File: src/rtl/pmc_pkg.sv
// Package for the power mode controller: register map, field layout, keys, timing.
// Assumes a single 100 MHz clock and a plain address/strobe register port.

package pmc_pkg;

    // ------------------------------------------------------------------
    // Register map
    // ------------------------------------------------------------------
    localparam int ADDR_W = 4;
    localparam logic [ADDR_W-1:0] OFS_CONTROL = 4'h0;
    localparam logic [ADDR_W-1:0] OFS_UNLOCK = 4'h4;
    localparam logic [ADDR_W-1:0] OFS_RESET_CAUSE = 4'h8;
    localparam logic [ADDR_W-1:0] OFS_STATUS = 4'hC;

    // ------------------------------------------------------------------
    // Fields
    // ------------------------------------------------------------------
    localparam logic [7:0] CONTROL_RESET = 8'h00;
    localparam int CTRL_MODE_LSB = 0;
    localparam int CTRL_MODE_MSB = 2;
    localparam int CTRL_PREC_BIT = 6;
    localparam logic [2:0] SEL_ACTIVE = 3'h0;
    localparam logic [2:0] SEL_HALT = 3'h3;
    localparam logic [2:0] SEL_HIBERNATE = 3'h5;
    localparam logic [15:0] KEY_FIRST = 16'h4859;
    localparam logic [15:0] KEY_SECOND = 16'hF27B;
    localparam int RCAUSE_POR_BIT = 0;

    // ------------------------------------------------------------------
    // Timing
    // ------------------------------------------------------------------
    localparam int CLK_PERIOD_NS = 10;
    localparam int POR_DELAY_NS = 1000;
    localparam int POR_DELAY_CYC = (POR_DELAY_NS + CLK_PERIOD_NS - 1) / CLK_PERIOD_NS;
    localparam int POR_CNT_W = 8;
    localparam logic [POR_CNT_W-1:0] POR_LAST = POR_CNT_W'(POR_DELAY_CYC - 1);

    // ------------------------------------------------------------------
    // Types
    // ------------------------------------------------------------------
    typedef enum logic [3:0] {
        ST_ACTIVE = 4'b0001,
        ST_HALT = 4'b0010,
        ST_HIBERNATE = 4'b0100,
        ST_WAKE = 4'b1000
    } pmc_state_t;

    typedef struct packed {
        logic [ADDR_W-1:0] addr;
        logic [15:0] wdata;
        logic wr;
        logic rd;
    } pmc_bus_req_t;

    typedef struct packed {
        logic core_clk_en;
        logic mem_clk_en;
        logic periph_clk_en;
        logic root_clk_en;
        logic adc_clk_en;
        logic hf_osc_en;
        logic osc_low_precision;
        logic main_reg_en;
        logic retention_reg_en;
        logic flash_power_en;
        logic sram_power_en;
    } pmc_power_t;

endpackage : pmc_pkg

File: src/rtl/pmc_power_mode_controller.sv
// Power mode controller: mode register behind a two-write key, clock gating,
// regulator handover, flash power gating, power-on reset stretch and cause flag.
// Assumes core sleep signals and wake requests are asynchronous to clock.
//
// Local design decision: the address-and-strobe port.

`timescale 1ns/1ns
`default_nettype none

module pmc_power_mode_controller
(
    input wire logic clock,
    input wire logic arst_n,
    input wire pmc_pkg::pmc_bus_req_t bus_req,
    output logic [15:0] rdata,
    input wire logic core_sleeping,
    input wire logic deep_sleep_select,
    input wire logic irq_activity,
    input wire logic hib_wake_req,
    output pmc_pkg::pmc_power_t power,
    output logic core_rst_n
);
    import pmc_pkg::*;

    // ------------------------------------------------------------------
    // Reset release and input synchronisers
    // ------------------------------------------------------------------
    logic [1:0] rst_sync_r;
    logic rst_n;
    logic [1:0] sleep_sync_r;
    logic [1:0] deep_sync_r;
    logic [1:0] irq_sync_r;
    logic [1:0] hwake_sync_r;
    logic sleeping;
    logic deep;
    logic irq_seen;
    logic hib_wake;

    always_ff @(posedge clock or negedge arst_n)
    begin
        if (!arst_n)
        begin
            rst_sync_r <= 2'h0;
        end
        else
        begin
            rst_sync_r <= {rst_sync_r[0], 1'b1};
        end
    end
    assign rst_n = rst_sync_r[1];

    always_ff @(posedge clock or negedge rst_n)
    begin
        if (!rst_n)
        begin
            sleep_sync_r <= 2'h0;
            deep_sync_r <= 2'h0;
            irq_sync_r <= 2'h0;
            hwake_sync_r <= 2'h0;
        end
        else
        begin
            sleep_sync_r <= {sleep_sync_r[0], core_sleeping};
            deep_sync_r <= {deep_sync_r[0], deep_sleep_select};
            irq_sync_r <= {irq_sync_r[0], irq_activity};
            hwake_sync_r <= {hwake_sync_r[0], hib_wake_req};
        end
    end
    assign sleeping = sleep_sync_r[1];
    assign deep = deep_sync_r[1];
    assign irq_seen = irq_sync_r[1];
    assign hib_wake = hwake_sync_r[1];

    // ------------------------------------------------------------------
    // Power-on reset stretch and cause flag
    // ------------------------------------------------------------------
    logic [POR_CNT_W-1:0] por_cnt_r;
    logic core_rst_n_r;
    logic por_flag_r;
    logic cause_clear;

    always_ff @(posedge clock or negedge rst_n)
    begin
        if (!rst_n)
        begin
            por_cnt_r <= '0;
            core_rst_n_r <= 1'b0;
        end
        else if (!core_rst_n_r)
        begin
            if (por_cnt_r == POR_LAST)
            begin
                core_rst_n_r <= 1'b1;
            end
            por_cnt_r <= por_cnt_r + 1'b1;
        end
    end

    // Write one to clear; power-on always leaves it set
    assign cause_clear = bus_req.wr && (bus_req.addr == OFS_RESET_CAUSE) && bus_req.wdata[RCAUSE_POR_BIT];
    always_ff @(posedge clock or negedge rst_n)
    begin
        if (!rst_n)
        begin
            por_flag_r <= 1'b1;
        end
        else if (cause_clear)
        begin
            por_flag_r <= 1'b0;
        end
    end

    // ------------------------------------------------------------------
    // Key sequence and mode register
    // ------------------------------------------------------------------
    logic key_half_r;
    logic unlocked_r;
    logic [7:0] control_r;
    logic ctrl_wr;
    logic key_wr;

    assign key_wr = bus_req.wr && (bus_req.addr == OFS_UNLOCK);
    assign ctrl_wr = bus_req.wr && (bus_req.addr == OFS_CONTROL);

    always_ff @(posedge clock or negedge rst_n)
    begin
        if (!rst_n)
        begin
            key_half_r <= 1'b0;
            unlocked_r <= 1'b0;
        end
        else if (key_wr)
        begin
            key_half_r <= (bus_req.wdata == KEY_FIRST);
            unlocked_r <= key_half_r && (bus_req.wdata == KEY_SECOND);
        end
        else if (bus_req.wr)
        begin
            // Any other write consumes or cancels the unlock
            key_half_r <= 1'b0;
            unlocked_r <= 1'b0;
        end
    end

    always_ff @(posedge clock or negedge rst_n)
    begin
        if (!rst_n)
        begin
            control_r <= CONTROL_RESET;
        end
        else if (ctrl_wr && unlocked_r)
        begin
            control_r <= bus_req.wdata[7:0];
        end
    end

    // ------------------------------------------------------------------
    // Mode sequencer
    // ------------------------------------------------------------------
    pmc_state_t state_r;
    pmc_state_t state_nxt;
    logic [2:0] sel;

    assign sel = control_r[CTRL_MODE_MSB:CTRL_MODE_LSB];

    always_comb
    begin
        state_nxt = state_r;
        unique case (state_r)
            ST_ACTIVE:
            begin
                // Deep sleep flag only matters for hibernate; halt ignores it
                if (sleeping && sel == SEL_HALT)
                begin
                    state_nxt = ST_HALT;
                end
                else if (sleeping && deep && sel == SEL_HIBERNATE)
                begin
                    state_nxt = ST_HIBERNATE;
                end
            end
            ST_HALT:
            begin
                if (irq_seen || !sleeping)
                begin
                    state_nxt = ST_ACTIVE;
                end
            end
            ST_HIBERNATE:
            begin
                if (hib_wake)
                begin
                    state_nxt = ST_WAKE;
                end
            end
            ST_WAKE:
            begin
                // One cycle on the main regulator before clocks return
                state_nxt = ST_ACTIVE;
            end
            default:
            begin
                state_nxt = ST_ACTIVE;
            end
        endcase
    end

    always_ff @(posedge clock or negedge rst_n)
    begin
        if (!rst_n)
        begin
            state_r <= ST_ACTIVE;
        end
        else
        begin
            state_r <= state_nxt;
        end
    end

    // ------------------------------------------------------------------
    // Clock, oscillator and supply controls
    // ------------------------------------------------------------------
    pmc_power_t power_r;
    logic hib_nxt;
    logic gated_nxt;
    logic wake_nxt;

    assign hib_nxt = (state_nxt == ST_HIBERNATE);
    assign wake_nxt = (state_nxt == ST_WAKE);
    assign gated_nxt = hib_nxt || wake_nxt;

    always_ff @(posedge clock or negedge rst_n)
    begin
        if (!rst_n)
        begin
            power_r <= '1;
            power_r.osc_low_precision <= 1'b0;
            power_r.retention_reg_en <= 1'b0;
        end
        else
        begin
            power_r.core_clk_en <= !gated_nxt;
            power_r.mem_clk_en <= (state_nxt == ST_ACTIVE);
            power_r.periph_clk_en <= (state_nxt == ST_ACTIVE);
            power_r.root_clk_en <= !gated_nxt;
            power_r.adc_clk_en <= !gated_nxt;
            power_r.hf_osc_en <= !hib_nxt;
            power_r.osc_low_precision <= control_r[CTRL_PREC_BIT];
            power_r.main_reg_en <= !hib_nxt;
            power_r.retention_reg_en <= hib_nxt;
            power_r.flash_power_en <= !gated_nxt;
            power_r.sram_power_en <= 1'b1;
        end
    end

    // ------------------------------------------------------------------
    // Register read port
    // ------------------------------------------------------------------
    logic [15:0] rdata_r;
    always_ff @(posedge clock or negedge rst_n)
    begin
        if (!rst_n)
        begin
            rdata_r <= 16'h0000;
        end
        else if (bus_req.rd)
        begin
            unique case (bus_req.addr)
                OFS_CONTROL: rdata_r <= {8'h00, control_r};
                OFS_RESET_CAUSE: rdata_r <= {15'h0000, por_flag_r};
                OFS_STATUS: rdata_r <= {12'h000, state_r};
                default: rdata_r <= 16'h0000;
            endcase
        end
        else
        begin
            rdata_r <= 16'h0000;
        end
    end

    assign rdata = rdata_r;
    assign power = power_r;
    assign core_rst_n = core_rst_n_r;
endmodule // pmc_power_mode_controller

`default_nettype wire

File: config.mk
export PLATFORM = sky130hd
export DESIGN_NAME = pmc_power_mode_controller
export DESIGN_NICKNAME = d
export VERILOG_FILES = /design/src/rtl/pmc_pkg.sv /design/src/rtl/pmc_power_mode_controller.sv
export SDC_FILE = /design/constraint.sdc
export NUM_CORES = 1
export LEC_CHECK = 0
export BUFFER_PORTS_ARGS = -buffer_cell sky130_fd_sc_hd__buf_2
export CORE_MARGIN = 1
export CORE_UTILIZATION = 50
export DETAILED_ROUTE_END_ITERATION = 6
export MAX_ROUTING_LAYER = met4
export PLACE_DENSITY = 0.82
export SETUP_SLACK_MARGIN = 0.1
export SYNTH_ARGS = -nofsm -noshare
export SYNTH_HDL_FRONTEND = slang
export SYNTH_SLANG_ARGS = --single-unit
File: constraint.sdc
create_clock -name clock -period 1.5 [get_ports clock]
set_input_delay 0.3 -clock clock [delete_from_list [all_inputs] [get_ports clock]]
set_output_delay 0.3 -clock clock [all_outputs]
set_load 0.05 [all_outputs]
==> flow_metrics.tcl <==
set metrics [dict create \
    yosys.cell_types.count 42 \
    numClockSinks 47 \
    cts_tree "yes" \
    max_freq_ghz 0.7286 \
    routabilityCongestion 0.7793 \
    die_x_um 64.92 \
    cp_num_buf_inv 1 \
    synth.avg_cell_area_sq_um 12.94 \
    num-nets-final 229 \
    drtIter0Drc 90 \
    ant_nets 0 \
    synth_edf_count 0 \
    drive_gt1_share_pct 37.81 \
    cts_buffer_depth 2 \
    end_kind "output pin" \
    ys_seq_area_share_pct 59.73 \
    hpwl_mm 2.435 \
    setup_violations 0 \
    ys.flop_type "dfrtp_1" \
    port_buffers 46 \
    p_per_area_nw_per_um2 949.3 \
    fin_worst_skew_ns 0.006170 \
    drv_cap 0 \
    route.vias.total 1253 \
    worstPathArrival_ns 1.07 \
    chipHeight_um 64.92 \
    grt_pass1_vias 1189 \
    antenna_found_initial 0 \
    startpoint_type "flip-flop" \
    slew_viol_final 0 \
    grt_setup_unrepaired "true" \
    clk_pin_slew_worst_paths_ns 0.08 \
    crit_chain "clkbuf_4" \
    fill_cells 294 \
    htreeDepth 2 \
    drt-total-wl_mm 3.321 \
    vias_per_cell 5.032 \
    finalWorstSetupSlack_ns 0.1274 \
    start_util_pct 53.27 \
    netlist_instances 153 \
    synth_top_area_share_pct 53.10 \
    grt_pass1_wl_mm 5.375 \
    finalSetupTns_ns 0 \
    synth_area_leaders "dfrtp_1, dfstp_2, mux2_2" \
    path_delay_family "flip-flops" \
    multi_input_area_sq_um 689.4 \
    peakVddDrop_v 0.0006689 \
    dr.pass1.iters 4 \
    critPathSlowestCell "dfstp_2" \
    slowest_delay_ns 0.56 \
    core_area_sq_um 3716 \
    regArea_sq_um 1185 \
    synth.ff_latch_count 47 \
    finalCriticalPeriod_ns 1.373 \
    synth_area_sq_um 1979 \
    async_reset_ff_share_pct 100.0 \
    status "finished, final reports clean" \
    rows 22 \
    p_leak_nw 1.126 \
    p_total_mw 2.195 \
    worstSetupPathType "reg -> out" \
    wl_per_cell_um 13.34 \
    numCtsBuffers 5 \
    post_cts_buffers 0 \
    drc_errors 0 \
    dp_slack_ns 0.1182 \
    clk_latency_ns 0.29 \
    holdCritPathClass "in -> reg" \
    grt_max_degree 25 \
    num_antenna_cells 0 \
    yosysWarnings 0 \
    critPathMaxFanout 4 \
    area_growth_syn_to_layout_pct 16.81 \
    grt_usage_pct 18.01 \
    overflow 0 \
    hold_viol 0 \
    ios 56 \
    synth.largest_area_cell "dfrtp_1" \
    fin_crit_sh_pct 91.51 \
    required_ns 1.20 \
    cts_root_buf "clkbuf_8" \
    die_area_sq_um 4215 \
]
metal layers:
metal / global-route usage, % / vias to the layer above / routed length, um
met5: - / - / 0
li1: - / 605 / -
met4: 5.000 / 0 / 27
met3: 7.218 / 4 / 208
met1: 20.97 / 591 / 1421
met2: 28.78 / 53 / 1663
layout make-up:
cell class	count	area share, %
well taps	48	2.597
inverters	4	0.6493
multi-input cells	94	29.82
flip-flops and latches	47	51.24
repair buffers	48	12.23
clock buffers	8	3.463
layout by cell type (no fill, tap or decap), drive strengths merged, types with 3 or more instances in the layout:
| cell type | netlist | layout |
|---|---|---|
| xor2 | 3 | 3 |
| nand3 | 7 | 7 |
| mux2 | 10 | 10 |
| nand2 | 4 | 4 |
| and4b | 5 | 5 |
| dfstp | 5 | 5 |
| inv | 4 | 4 |
| clkbuf | 0 | 16 |
| dfrtp | 42 | 42 |
| xnor2 | 4 | 4 |
| conb | 2 | 10 |
| and2 | 4 | 4 |
| nand4 | 3 | 3 |
| nor2b | 3 | 3 |
| nor3 | 3 | 3 |
| o21ai | 3 | 3 |
| a21oi | 4 | 4 |
| buf | 16 | 39 |
| nor2 | 7 | 7 |
registers in the layout (all words and copies together) (netlist names):
register / flops
control_r: 8
por_cnt_r: 8
rdata: 8
power: 5
state_r: 4
deep_sync_r: 2
hwake_sync_r: 2
irq_sync_r: 2
rst_sync_r: 2
sleep_sync_r: 2
core_rst_n: 1
key_half_r: 1
por_flag_r: 1
unlocked_r: 1
cells by family after synthesis:
logic type / count (synthesis) / share of synthesized area [%]
fa+ha+maj: 1 / 0.6320
buf+inv: 20 / 7.206
other cells: 2 / 0.3794
compound gates: 16 / 5.121
mux: 10 / 5.689
flops: 47 / 59.73
xor+xnor: 7 / 3.097
simple gates: 50 / 18.14
report_power, final:
group          total [mW]  internal [mW]  switching, mW
registers            1.32           1.30         0.0231
logic               0.172         0.0565          0.115
clock network       0.703          0.331          0.372
stage by stage:
step / instances / area (sq um) / hold WS (ns) / utilization, %
after floorplan: 161 / 2009 / 0.004409 / -
after global placement: 240 / 2193 / 0.08690 / 59.02
after detailed placement: 240 / 2193 / 0.08716 / 59.02
after CTS: 249 / 2286 / 0.1009 / 61.52
after global routing: 249 / 2312 / 0.08739 / 62.22
final: 249 / 2312 / 0.1121 / 62.22
worst paths after layout:
path	slack, ns	to	cells past startpoint	startpoint
worst max-delay path	0.13	power[7]	1	power[1]$_DFF_PN1_
worst min-delay path	0.11	sleep_sync_r[0]$_DFF_PN0_	1	core_sleeping
worst max register to register	0.15	state_r[0]$_DFF_PN1_	3	state_r[0]$_DFF_PN1_
worst min register to register	0.23	sleep_sync_r[0]$_DFF_PN0_	0	rst_sync_r[1]$_DFF_PN0_
max in group asynchronous	0.77	core_rst_n$_DFF_PN0_	1	rst_sync_r[1]$_DFF_PN0_
min in group asynchronous	0.23	sleep_sync_r[0]$_DFF_PN0_	0	rst_sync_r[1]$_DFF_PN0_
worst reg2reg max path, stage by stage (launching register included):
cell and delay (ns):
dfstp_2 0.58, or3b_1 0.37, a211oi_2 0.20, or3_1 0.15
synth_stat cells (2+ instances only):
cell type and instances:
and2_1 4, a21oi_1 4, mux2_2 10, nor2_1 6, nand2_1 4, and4bb_2 2
conb_1 2, and4b_1 5, nor3_1 2, nor2b_1 3, xor2_1 3, nand4_1 2
xnor2_1 4, buf_4 14, or3_1 2, dfstp_2 5, o21a_1 2, inv_1 4
nand4b_1 2, o21ai_0 3, buf_6 2, dfrtp_1 42, nand3_1 7
timing repair:
action                                  4_1_cts  5_1_grt
hold buffers                                  1        0
endpoints found under the setup margin        4       10
resized for setup                             1       10
hold endpoints to repair                      2        0
pin swaps                                     0        0
No activity file was read; power rests on OpenSTA's default activity.
